==> config.mk <==
export PLATFORM = sky130hd
export DESIGN_NAME = host_bridge_pci_arb_ctrl
export DESIGN_NICKNAME = d
export VERILOG_FILES = /design/src/include/host_bridge_pkg.sv /design/src/core/host_bridge_pci_arb_ctrl.sv
export VERILOG_INCLUDE_DIRS = /design/src /design/src/include
export SDC_FILE = /design/constraint.sdc
export NUM_CORES = 1
export LEC_CHECK = 0
export BUFFER_PORTS_ARGS = -buffer_cell sky130_fd_sc_hd__buf_4
export CAP_MARGIN = 10
export CORE_MARGIN = 1
export CORE_UTILIZATION = 35
export CTS_CLUSTER_DIAMETER = 80
export DETAILED_ROUTE_END_ITERATION = 6
export GPL_ROUTABILITY_DRIVEN = 1
export MAX_ROUTING_LAYER = met4
export PLACE_DENSITY = 0.7
export SYNTH_ARGS = -nofsm -noshare
export SYNTH_HDL_FRONTEND = slang
export SYNTH_SLANG_ARGS = --single-unit
==> constraint.sdc <==
create_clock -name mclk -period 2.8 [get_ports mclk]
set_input_delay 0.14 -clock mclk [delete_from_list [all_inputs] [get_ports mclk]]
set_output_delay 0.14 -clock mclk [all_outputs]
set_load 0.02 [all_outputs]
==> src/include/host_bridge_map.svh <==
`ifndef HOST_BRIDGE_MAP_SVH
`define HOST_BRIDGE_MAP_SVH

// ----------------------------------------------------------------------
// Register offsets in configuration space
// ----------------------------------------------------------------------
`define OFS_MEMORY_CTRL_STATUS   8'h70
`define OFS_PROCESSOR_IDENTITY   8'h80
`define OFS_PCI_ARBITER_CONTROL  8'h84

// ----------------------------------------------------------------------
// Memory control fields
// ----------------------------------------------------------------------
`define MC_SELF_REFRESH_BIT      18
`define MC_PCI_PIPE_BIT          10
`define MC_BLOCK_WRITE_BIT       9
`define MC_WRITE_MASK            32'h0004_0600

// ----------------------------------------------------------------------
// Identity fields
// ----------------------------------------------------------------------
`define ID_PRESENT_BIT           16
`define ID_FIRST_MSB             15
`define ID_FIRST_LSB             8
`define ID_CPU0                  8'h00
`define ID_CPU1                  8'h01

// ----------------------------------------------------------------------
// Arbiter control fields
// ----------------------------------------------------------------------
`define AC_RESET                 32'h0000_0000
`define AC_WRITE_MASK            32'hFF83_FFFF
`define AC_VGA_MSB               31
`define AC_VGA_LSB               24
`define AC_TGT_LATENCY           23
`define AC_AGP_CHAIN             17
`define AC_PCI_CHAIN             16
`define AC_MONO_DEBUG            15
`define AC_PCI_POST_RETRY        14
`define AC_AGP_POST_RETRY        13
`define AC_RD_ERR_OFF            12
`define AC_AGP_EARLY_OFF         11
`define AC_PCI_EARLY_OFF         10
`define AC_AGP_PIPE_OFF          9
`define AC_SB_FLUSH_OFF          8
`define AC_POWER_REG             7
`define AC_HOLE_15M              6
`define AC_HOLE_14M              5
`define AC_FLAT_DECODE           4
`define AC_TIMER_OFF             3
`define AC_AGP_PREFETCH          2
`define AC_PCI_PREFETCH          1
`define AC_PARK_PCI              0

// ----------------------------------------------------------------------
// Address windows
// ----------------------------------------------------------------------
`define VGA_ROM_BASE             32'h000C_0000
`define VGA_ROM_END              32'h000D_FFFF
`define VGA_SEG_SHIFT            14
`define VGA_SEG_FIRST_END        32'h000C_3FFF
`define VGA_SEG_LAST_BASE        32'h000D_C000
`define MONO_MEM_BASE            32'h000B_0000
`define MONO_MEM_END             32'h000B_7FFF
`define MONO_IO_DEBUG            16'h03BF
`define HOLE_14M_BASE            32'h00E0_0000
`define HOLE_15M_BASE            32'h00F0_0000
`define HOLE_16M_BASE            32'h0100_0000

// ----------------------------------------------------------------------
// Target latency limits in bus clocks
// ----------------------------------------------------------------------
`define RD_FIRST_LIMIT           6'd32
`define WR_FIRST_LIMIT           6'd16
`define NEXT_LIMIT               6'd8

`endif

==> src/include/host_bridge_pkg.sv <==
package host_bridge_pkg;

    typedef struct packed {
        logic        procRdyS1;
        logic        procRdyS2;
        logic        selfRefresh;
        logic        pciPipe;
        logic        blockWrite;
        logic [31:0] arbCtl;
        logic        firstSeen;
        logic [7:0]  firstId;
        logic [31:0] rdata;
        logic        ack;
        logic [5:0]  latCnt;
        logic        latFirst;
        logic        rdRetry;
        logic        wrRetry;
        logic        memStall;
        logic        rdInvProbe;
        logic        noopInvProbe;
        logic        agpRoute;
        logic        monoToPci;
        logic        pciPostRetry;
        logic        agpPostRetry;
        logic        rdErr;
        logic        allOnes;
        logic        agpEarlyProbe;
        logic        pciEarlyProbe;
        logic        sbGrantOk;
        logic        dmaClaim;
    } state_t;

endpackage

==> src/core/host_bridge_pci_arb_ctrl.sv <==
`timescale 1ns/1ps
`include "host_bridge_map.svh"

module host_bridge_pci_arb_ctrl
    import host_bridge_pkg::*;
(
    input  wire logic        mclk,           // System clock
    input  wire logic        rst_b,          // Async reset, active low
    input  wire logic        cfgRead,        // Config read strobe
    input  wire logic        cfgWrite,       // Config write strobe
    input  wire logic [7:0]  cfgAddr,        // Config byte offset
    input  wire logic [3:0]  cfgByteEn,      // Write byte lanes
    input  wire logic [31:0] cfgWdata,       // Write data
    input  wire logic [7:0]  cfgReaderId,    // Bus id of requester
    output logic      [31:0] cfgRdata,       // Read data
    output logic             cfgAck,         // Access done pulse
    input  wire logic        procReadyPin,   // Processor connect request
    input  wire logic        pciTxn,         // PCI/AGP memory transaction
    input  wire logic        probeMatch,     // Matching read probe outstanding
    output logic             memStall,       // Stall memory controller
    input  wire logic        fullBlockWrite, // PCI full-block write pulse
    output logic             rdInvProbe,     // Read-invalidate probe pulse
    output logic             noopInvProbe,   // No-op-invalidate probe pulse
    input  wire logic        memRefValid,    // Memory reference present
    input  wire logic        ioRefValid,     // I/O reference present
    input  wire logic [31:0] refAddr,        // Reference address
    input  wire logic        vgaEnable,      // Bridge VGA enable
    output logic             agpRoute,       // ROM segment to AGP
    output logic             monoToPci,      // Display ref to PCI
    input  wire logic        tgtActive,      // Target cycle in progress
    input  wire logic        tgtIsWrite,     // Target cycle is write
    input  wire logic        tgtIsAgp,       // Target cycle on AGP
    input  wire logic        tgtDataDone,    // Data phase served
    output logic             rdRetry,        // Read latency retry pulse
    output logic             wrRetry,        // Write latency retry pulse
    input  wire logic        pciPostPend,    // PCI posted writes pending
    input  wire logic        agpPostPend,    // AGP posted writes pending
    output logic             pciPostRetry,   // Retry PCI cycle
    output logic             agpPostRetry,   // Retry AGP cycle
    input  wire logic        masterAbort,    // CPU read master-aborted
    input  wire logic        specialCycle,   // Cycle is special
    output logic             rdErr,          // Read data error pulse
    output logic             allOnes,        // All-ones data pulse
    input  wire logic        agpExtWrite,    // AGP master write seen
    input  wire logic        pciExtWrite,    // PCI master write seen
    output logic             agpEarlyProbe,  // Early probe pulse, AGP
    output logic             pciEarlyProbe,  // Early probe pulse, PCI
    input  wire logic        postedBusy,     // Posted requests outstanding
    output logic             sbGrantOk,      // Southbridge may be granted
    input  wire logic        dmaValid,       // External master address valid
    output logic             dmaClaim,       // Decode claims address
    output logic             selfRefresh,    // Self-refresh enable
    output logic             agpChain,       // Chain AGP writes
    output logic             pciChain,       // Chain PCI writes
    output logic             agpPipeOff,     // No pipelined AGP grants
    output logic             agpPrefetch,    // AGP DRAM prefetch
    output logic             pciPrefetch,    // PCI DRAM prefetch
    output logic             parkExternal,   // Park on external master
    output logic             powerRegAccess  // Power register access
);

    // ------------------------------------------------------------------
    // Reset release
    // ------------------------------------------------------------------
    logic rstS1;
    logic rstSync_b;

    always_ff @(posedge mclk or negedge rst_b) begin
        if (!rst_b) begin
            rstS1     <= 1'b0;
            rstSync_b <= 1'b0;
        end else begin
            rstS1     <= 1'b1;
            rstSync_b <= rstS1;
        end
    end

    // ------------------------------------------------------------------
    // State
    // ------------------------------------------------------------------
    state_t st_reg;
    state_t st_next;
    logic [31:0] wMask;
    logic [31:0] ac;
    logic        rdLatOn;
    logic        wrLatOn;
    logic        latOn;
    logic [5:0]  latLimit;
    logic [2:0]  segIdx;
    logic        inRom;
    logic        inMonoMem;
    logic        monoIo;
    logic        in14;
    logic        in15;

    assign wMask = {{8{cfgByteEn[3]}}, {8{cfgByteEn[2]}},
                    {8{cfgByteEn[1]}}, {8{cfgByteEn[0]}}};
    assign ac    = st_reg.arbCtl;

    always_comb begin
        st_next = st_reg;
        st_next.procRdyS1 = procReadyPin;
        st_next.procRdyS2 = st_reg.procRdyS1;
        st_next.ack = 1'b0;

        // Register writes; masks keep reserved bits at zero
        if (cfgWrite) begin
            if (cfgAddr == `OFS_MEMORY_CTRL_STATUS) begin
                if (cfgByteEn[2]) st_next.selfRefresh = cfgWdata[`MC_SELF_REFRESH_BIT];
                if (cfgByteEn[1]) st_next.pciPipe = cfgWdata[`MC_PCI_PIPE_BIT];
                if (cfgByteEn[1]) st_next.blockWrite = cfgWdata[`MC_BLOCK_WRITE_BIT];
            end else if (cfgAddr == `OFS_PCI_ARBITER_CONTROL) begin
                st_next.arbCtl = (ac & ~(wMask & `AC_WRITE_MASK))
                               | (cfgWdata & wMask & `AC_WRITE_MASK);
            end
            st_next.ack = 1'b1;
        end

        // Register reads; unmapped offsets read zero
        if (cfgRead) begin
            st_next.ack   = 1'b1;
            st_next.rdata = 32'h0000_0000;
            case (cfgAddr)
                `OFS_MEMORY_CTRL_STATUS: begin
                    st_next.rdata[`MC_SELF_REFRESH_BIT] = st_reg.selfRefresh;
                    st_next.rdata[`MC_PCI_PIPE_BIT]     = st_reg.pciPipe;
                    st_next.rdata[`MC_BLOCK_WRITE_BIT]  = st_reg.blockWrite;
                end
                `OFS_PROCESSOR_IDENTITY: begin
                    st_next.rdata[`ID_PRESENT_BIT] = st_reg.procRdyS2;
                    st_next.rdata[7:0] = cfgReaderId;
                    if (st_reg.firstSeen) begin
                        st_next.rdata[`ID_FIRST_MSB:`ID_FIRST_LSB] = st_reg.firstId;
                    end else begin
                        // The first reader sees its own id in both bytes
                        st_next.rdata[`ID_FIRST_MSB:`ID_FIRST_LSB] = cfgReaderId;
                        st_next.firstId   = cfgReaderId;
                        st_next.firstSeen = 1'b1;
                    end
                end
                `OFS_PCI_ARBITER_CONTROL: begin
                    st_next.rdata = ac & `AC_WRITE_MASK;
                end
                default: begin
                    st_next.rdata = 32'h0000_0000;
                end
            endcase
        end

        // Memory controller ordering
        st_next.memStall     = pciTxn & probeMatch & ~st_reg.pciPipe;
        st_next.rdInvProbe   = fullBlockWrite & ~st_reg.blockWrite;
        st_next.noopInvProbe = fullBlockWrite & st_reg.blockWrite;

        // Legacy display decode
        inRom  = memRefValid && refAddr >= `VGA_ROM_BASE && refAddr <= `VGA_ROM_END;
        segIdx = 3'(refAddr[`VGA_SEG_SHIFT +: 3]);
        st_next.agpRoute = inRom & ac[`AC_VGA_LSB + 32'(segIdx)];
        inMonoMem = memRefValid && refAddr >= `MONO_MEM_BASE && refAddr <= `MONO_MEM_END;
        monoIo = ioRefValid && (refAddr[15:0] == 16'h03B4 || refAddr[15:0] == 16'h03B5 ||
                 refAddr[15:0] == 16'h03B8 || refAddr[15:0] == 16'h03B9 ||
                 refAddr[15:0] == 16'h03BA || refAddr[15:0] == `MONO_IO_DEBUG);
        if (!vgaEnable) begin
            // VGA off with debug on is undefined; route to PCI as well
            st_next.monoToPci = memRefValid | ioRefValid;
        end else if (!ac[`AC_MONO_DEBUG]) begin
            st_next.monoToPci = ioRefValid && refAddr[15:0] == `MONO_IO_DEBUG;
        end else begin
            st_next.monoToPci = inMonoMem | monoIo;
        end

        // Target latency timer
        rdLatOn  = ac[`AC_TGT_LATENCY] & ~ac[`AC_TIMER_OFF] & ~tgtIsAgp;
        wrLatOn  = ~ac[`AC_TIMER_OFF];
        latOn    = tgtIsWrite ? wrLatOn : rdLatOn;
        latLimit = !st_reg.latFirst ? `NEXT_LIMIT :
                   (tgtIsWrite ? `WR_FIRST_LIMIT : `RD_FIRST_LIMIT);
        st_next.rdRetry = 1'b0;
        st_next.wrRetry = 1'b0;
        if (!tgtActive) begin
            st_next.latCnt   = 6'h00;
            st_next.latFirst = 1'b1;
        end else if (tgtDataDone) begin
            st_next.latCnt   = 6'h00;
            st_next.latFirst = 1'b0;
        end else if (latOn && st_reg.latCnt == latLimit - 6'h01) begin
            st_next.latCnt   = 6'h00;
            st_next.latFirst = 1'b1;
            st_next.rdRetry  = ~tgtIsWrite;
            st_next.wrRetry  = tgtIsWrite;
        end else if (latOn) begin
            st_next.latCnt = st_reg.latCnt + 6'h01;
        end

        st_next.pciPostRetry = ac[`AC_PCI_POST_RETRY] & pciPostPend;
        st_next.agpPostRetry = ac[`AC_AGP_POST_RETRY] & agpPostPend;

        st_next.rdErr   = masterAbort & ~specialCycle & ~ac[`AC_RD_ERR_OFF];
        st_next.allOnes = masterAbort & ~specialCycle & ac[`AC_RD_ERR_OFF];

        st_next.agpEarlyProbe = agpExtWrite & ~ac[`AC_AGP_EARLY_OFF];
        st_next.pciEarlyProbe = pciExtWrite & ~ac[`AC_PCI_EARLY_OFF];

        st_next.sbGrantOk = ac[`AC_SB_FLUSH_OFF] | ~postedBusy;

        // External master decode; flat mode ignores both holes
        in14 = refAddr >= `HOLE_14M_BASE && refAddr < `HOLE_15M_BASE;
        in15 = refAddr >= `HOLE_15M_BASE && refAddr < `HOLE_16M_BASE;
        st_next.dmaClaim = dmaValid & (ac[`AC_FLAT_DECODE] |
                           ~((ac[`AC_HOLE_14M] & in14) | (ac[`AC_HOLE_15M] & in15)));
    end

    always_ff @(posedge mclk or negedge rstSync_b) begin
        if (!rstSync_b) begin
            st_reg        <= '0;
            st_reg.arbCtl <= `AC_RESET;
            // Self refresh has no defined value; zero is the safe choice
            st_reg.selfRefresh <= 1'b0;
            st_reg.sbGrantOk   <= 1'b0;
        end else begin
            st_reg <= st_next;
        end
    end

    // ------------------------------------------------------------------
    // Outputs
    // ------------------------------------------------------------------
    assign cfgRdata       = st_reg.rdata;
    assign cfgAck         = st_reg.ack;
    assign memStall       = st_reg.memStall;
    assign rdInvProbe     = st_reg.rdInvProbe;
    assign noopInvProbe   = st_reg.noopInvProbe;
    assign agpRoute       = st_reg.agpRoute;
    assign monoToPci      = st_reg.monoToPci;
    assign rdRetry        = st_reg.rdRetry;
    assign wrRetry        = st_reg.wrRetry;
    assign pciPostRetry   = st_reg.pciPostRetry;
    assign agpPostRetry   = st_reg.agpPostRetry;
    assign rdErr          = st_reg.rdErr;
    assign allOnes        = st_reg.allOnes;
    assign agpEarlyProbe  = st_reg.agpEarlyProbe;
    assign pciEarlyProbe  = st_reg.pciEarlyProbe;
    assign sbGrantOk      = st_reg.sbGrantOk;
    assign dmaClaim       = st_reg.dmaClaim;
    assign selfRefresh    = st_reg.selfRefresh;
    assign agpChain       = ac[`AC_AGP_CHAIN];
    assign pciChain       = ac[`AC_PCI_CHAIN];
    assign agpPipeOff     = ac[`AC_AGP_PIPE_OFF];
    assign agpPrefetch    = ac[`AC_AGP_PREFETCH];
    assign pciPrefetch    = ac[`AC_PCI_PREFETCH];
    assign parkExternal   = ac[`AC_PARK_PCI];
    assign powerRegAccess = ac[`AC_POWER_REG];

    // ------------------------------------------------------------------
    // Checks
    // ------------------------------------------------------------------
    AST_PIPE_STALL: assert property (@(posedge mclk) disable iff (!rstSync_b)
        pciTxn && probeMatch && !st_reg.pciPipe && !cfgWrite |=> memStall)
        else $error("stall missing while pipelining off");
    AST_PROBE_KIND: assert property (@(posedge mclk) disable iff (!rstSync_b)
        fullBlockWrite && !cfgWrite |=> (rdInvProbe != noopInvProbe)
            && (noopInvProbe == $past(st_reg.blockWrite)))
        else $error("wrong probe kind for block write");
    AST_PRESENT: assert property (@(posedge mclk) disable iff (!rstSync_b)
        cfgRead && cfgAddr == `OFS_PROCESSOR_IDENTITY |=>
            cfgRdata[`ID_PRESENT_BIT] == $past(procReadyPin, 3))
        else $error("present bit does not follow ready");
    AST_FIRST_ID: assert property (@(posedge mclk) disable iff (!rstSync_b)
        st_reg.firstSeen && cfgRead && cfgAddr == `OFS_PROCESSOR_IDENTITY |=>
            cfgRdata[15:8] == st_reg.firstId && st_reg.firstSeen)
        else $error("first reader id changed");
    AST_READER_ID: assert property (@(posedge mclk) disable iff (!rstSync_b)
        cfgRead && cfgAddr == `OFS_PROCESSOR_IDENTITY |=>
            cfgAck && cfgRdata[7:0] == $past(cfgReaderId))
        else $error("identity low byte wrong");
    AST_RD_RETRY: assert property (@(posedge mclk) disable iff (!rstSync_b)
        rdRetry |-> $past(st_reg.arbCtl[`AC_TGT_LATENCY]) && !$past(tgtIsAgp)
            && !$past(st_reg.arbCtl[`AC_TIMER_OFF]))
        else $error("read retry while disabled");
    AST_WR_FIRST: assert property (@(posedge mclk) disable iff (!rstSync_b)
        $rose(tgtActive) && tgtIsWrite && !ac[`AC_TIMER_OFF] && !cfgWrite
        ##1 (tgtActive && tgtIsWrite && !tgtDataDone && !cfgWrite)[*8]
        ##1 (tgtActive && tgtIsWrite && !tgtDataDone && !cfgWrite)[*7]
        |=> wrRetry)
        else $error("write retry not at 16 clocks");
    AST_ABORT: assert property (@(posedge mclk) disable iff (!rstSync_b)
        masterAbort && !specialCycle && !cfgWrite |=> rdErr ^ allOnes)
        else $error("master abort gives no answer");
    AST_SB_FLUSH: assert property (@(posedge mclk) disable iff (!rstSync_b)
        postedBusy && !ac[`AC_SB_FLUSH_OFF] && !cfgWrite |=> !sbGrantOk)
        else $error("grant allowed before flush");
    AST_RESERVED: assert property (@(posedge mclk) disable iff (!rstSync_b)
        cfgRead && cfgAddr == `OFS_PCI_ARBITER_CONTROL |=> cfgRdata[22:18] == 5'h00)
        else $error("reserved bits not zero");
    AST_ROM_LOW: assert property (@(posedge mclk) disable iff (!rstSync_b)
        memRefValid && refAddr >= `VGA_ROM_BASE && refAddr <= `VGA_SEG_FIRST_END
            |=> agpRoute == $past(ac[`AC_VGA_LSB]))
        else $error("lowest rom segment routed wrong");
    AST_ROM_HIGH: assert property (@(posedge mclk) disable iff (!rstSync_b)
        memRefValid && refAddr >= `VGA_SEG_LAST_BASE && refAddr <= `VGA_ROM_END
            |=> agpRoute == $past(ac[`AC_VGA_MSB]))
        else $error("highest rom segment routed wrong");
    AST_MONO_IO_ONLY: assert property (@(posedge mclk) disable iff (!rstSync_b)
        vgaEnable && !ac[`AC_MONO_DEBUG] && !(ioRefValid && refAddr[15:0] == `MONO_IO_DEBUG)
            |=> !monoToPci)
        else $error("display reference sent to pci without debug");
    AST_MONO_ALL: assert property (@(posedge mclk) disable iff (!rstSync_b)
        !vgaEnable && (memRefValid || ioRefValid) |=> monoToPci)
        else $error("display reference kept off pci with vga off");
    AST_PCI_POST: assert property (@(posedge mclk) disable iff (!rstSync_b)
        pciPostPend && ac[`AC_PCI_POST_RETRY] |=> pciPostRetry)
        else $error("pci posted write retry missing");
    AST_AGP_POST: assert property (@(posedge mclk) disable iff (!rstSync_b)
        agpPostPend && !ac[`AC_AGP_POST_RETRY] |=> !agpPostRetry)
        else $error("agp retry while posted retry off");
    AST_AGP_EARLY: assert property (@(posedge mclk) disable iff (!rstSync_b)
        agpExtWrite && !ac[`AC_AGP_EARLY_OFF] |=> agpEarlyProbe)
        else $error("agp early probe missing");
    AST_PCI_EARLY_OFF: assert property (@(posedge mclk) disable iff (!rstSync_b)
        pciExtWrite && ac[`AC_PCI_EARLY_OFF] |=> !pciEarlyProbe)
        else $error("pci early probe while disabled");
    AST_HOLE_15M: assert property (@(posedge mclk) disable iff (!rstSync_b)
        dmaValid && ac[`AC_HOLE_15M] && !ac[`AC_FLAT_DECODE] && refAddr >= `HOLE_15M_BASE
            && refAddr < `HOLE_16M_BASE |=> !dmaClaim)
        else $error("address claimed inside hole");
    AST_FLAT_DECODE: assert property (@(posedge mclk) disable iff (!rstSync_b)
        dmaValid && ac[`AC_FLAT_DECODE] |=> dmaClaim)
        else $error("flat decode refused an address");

endmodule

==> metrics.cfg <==
[setup_path]
crit_fanout=4
crit_slowest_cell=dlygate4sd3_1
required_ns=3.08
crit_type=reg2reg
start_kind=flip-flop
cp_top_family=buffers and inverters
end_kind=flip-flop
worst-path-buf-inv=1
crit_arrival_ns=2.11
path_cells=ha_1 -> nand2_1 -> nor3_1 -> a31oi_1 -> o21ai_0 -> dlygate4sd3_1
cpPeakStageDelay_ns=0.57

[floorplan]
initial_core_util=0.364
dieArea_mm2=0.0131
die_y_um=115
core_region_area_mm2=0.0122
io_pins=163
die_w_um=115
placementRows=40

[finish]
fin_nets=621
antenna_cells=0
seqCellArea_mm2=0.00236
fillers=1149
multi_input_area_mm2=0.00168
synthToLayoutAreaGrowth_pct=34.2
drive_gt1_frac=0.431

[routing]
num_vias=3286
drtPass1Iterations=6
routedWlPerCell_um=15.5
drtAntennaViolNets=0
viasPerCell=4.79
drt-initial-drc-count=100
drc=0
wl_um=10600

[grt]
grt_pass1_wl_um=17000
grt_max_degree=58
use_met1=0.213
grt_use_met3=0.0503
grt_usage=0.176
antenna_found_initial=0
grt_pass1_vias=3453
gr-total-overflow=0
use_met2=0.291
busiest_layer=met2

[timing]
skew_ns=0.00652
min_period_ns=1.83
worst_pin_slew_ns=0.736
hold_viol_final=0
fmax_mhz=546
relSlewSlack=0.509
rsz0062_at_grt=no
slew_viol_final=0
finalCritPeriodShare=0.654
finalSetupViolCount=0
setup-tns-final_ns=0

[yosys]
yosysMostFrequentCell=dfrtp_1
ys_top_cells_by_count=94 x dfrtp_1, 32 x buf_4, 31 x mux2_2
netlist.top_cell.by_area=dfrtp_1
syn_area_mm2=0.00444
async_flop_share=1.00
synth.yosys.warnings=0
yosysUniqueCellTypes=49
yosys-top-cells-area=dfrtp_1 53%, mux2_2 7.9%, buf_4 5.4%
synth_flop_cell=dfrtp_1
synth_top_area_share=0.530
synth_edf_count=0
syn_area_per_cell_um2=11.6
ys_ff_latch=94
synth_cells=382
ys_seq_area_frac=0.530

[clocking]
cts_resized=0
clock-sinks=94
clkTransAtPathRegs_ns=0.07
cts_tree=yes
clock_latency_ns=0.34
cts_max_path_buffers=2
cts-root-buf=clkbuf_16
cts_hold_buffers=7
cts_buffers=9
htreeDepth=3
postCtsSetupBuffers=0

[power]
power_mw=3.15
pwr_density_cell_mw_per_mm2=529
p_leak_nw=2.90
ir_drop_mv=0.368

[min_path]
hold_path.class=in2reg

[placement]
dp_hpwl_um=7950
gp_congestion=0.758
io_buffers=154

[job]
maxCapViolations=0

[run_status]
status=finished, final reports clean

-- cells by family after synthesis --
logic type / share of synthesized area
AOI/OAI and AO/OA: 0.0761
xor gates and xnor gates: 0.00987
adders and majority gates: 0.00282
buffers and inverters: 0.0941
DFF: 0.530
muxes: 0.159
other: 0.00169
and+or+nand+nor: 0.127
-- cells in the final DEF (no fill, tap or decap), types with 2 or more instances in the layout --
cell type      Yosys  routed
a211oi_1           2       2
a21oi_1            9       9
a31oi_1            2       2
and2_1             4       4
and3_1             6       6
buf_4             32     158
bufinv_16          0       3
clkbuf_16          0       9
conb_1             2       5
dfrtp_1           94      93
dlygate4sd3_1      0       7
inv_1             28      28
inv_6              0       2
mux2_2            31      31
mux2_4             8       8
mux2i_1           19      19
mux4_2             2       2
nand2_1            7       7
nand2b_1           4       4
nand3_1           15      15
nand3_2            3       3
nand4_1            4       4
nand4b_1           3       3
nor2_1            10      10
nor2b_1            7       7
nor3_1             4       4
nor3b_1            5       5
nor4_1             3       3
o211ai_1           3       3
o21ai_0           15      15
o22ai_1           17      17
o31ai_1            2       2
or3_1              3       3
or4_1              4       4
xnor2_1            2       2
xor2_1             3       3
-- worst register-to-register path, delay by kind of cell (launching register included) --
kind / cells / cell delay, ns
buffers and inverters: 1 / 0.57
AND/OR/NAND/NOR: 2 / 0.31
adder cells (fa/ha/maj): 1 / 0.21
flip-flops: 1 / 0.39
AO/OA/AOI/OAI: 2 / 0.28
-- final cells by class --
type,instances,area share
Clock inverter,7,0.0212
Clock buffer,9,0.0378
Sequential cell,94,0.395
Timing Repair Buffer,165,0.211
Inverter,28,0.0176
Tap cell,168,0.0353
Multi-Input combinational cell,215,0.282
-- per-stage QoR --
step                      cell area, um^2  hold slack [ns]  std cells  utilization  setup WS, ns
after floorplan                      4450           -0.156        385            -          1.22
after global placement               5540          -0.0777        663        0.453         0.750
after detailed placement             5540          -0.0758        663        0.453         0.709
after CTS                            5960          0.00369        686        0.488          1.00
after global routing                 5960          0.00146        686        0.488         0.829
final                                5960           0.0187        686        0.488         0.970
-- power breakdown --
part / leakage, nW / internal (mW) / switching, mW
Sequential: 1.28 / 1.39 / 0.0386
Clock: 0.169 / 0.885 / 0.547
Combinational: 1.45 / 0.168 / 0.125
-- worst paths after layout --
path | cells after the start | slack, ns | end | from
min reg2reg | 0 | 0.37 | rstSync_b | rstS1
max reg2reg | 6 | 0.97 | st_reg[15] | st_reg[16]
max | 6 | 0.97 | st_reg[15] | st_reg[16]
min in group asynchronous | 2 | 0.10 | rstSync_b | rst_b
min | 2 | 0.02 | pciPostRetry | pciPostPend
max in group asynchronous | 1 | 1.65 | cfgRdata[4] | rstSync_b
-- layer usage --
| layer | vias to the layer above | share of wire |
|---|---|---|
| met1 | 1578 | 0.43 |
| met5 | - | 0 |
| met2 | 129 | 0.50 |
| met4 | 0 | 0.0094 |
| li1 | 1569 | - |
| met3 | 10 | 0.063 |
No activity file was read; power rests on OpenSTA's default activity.
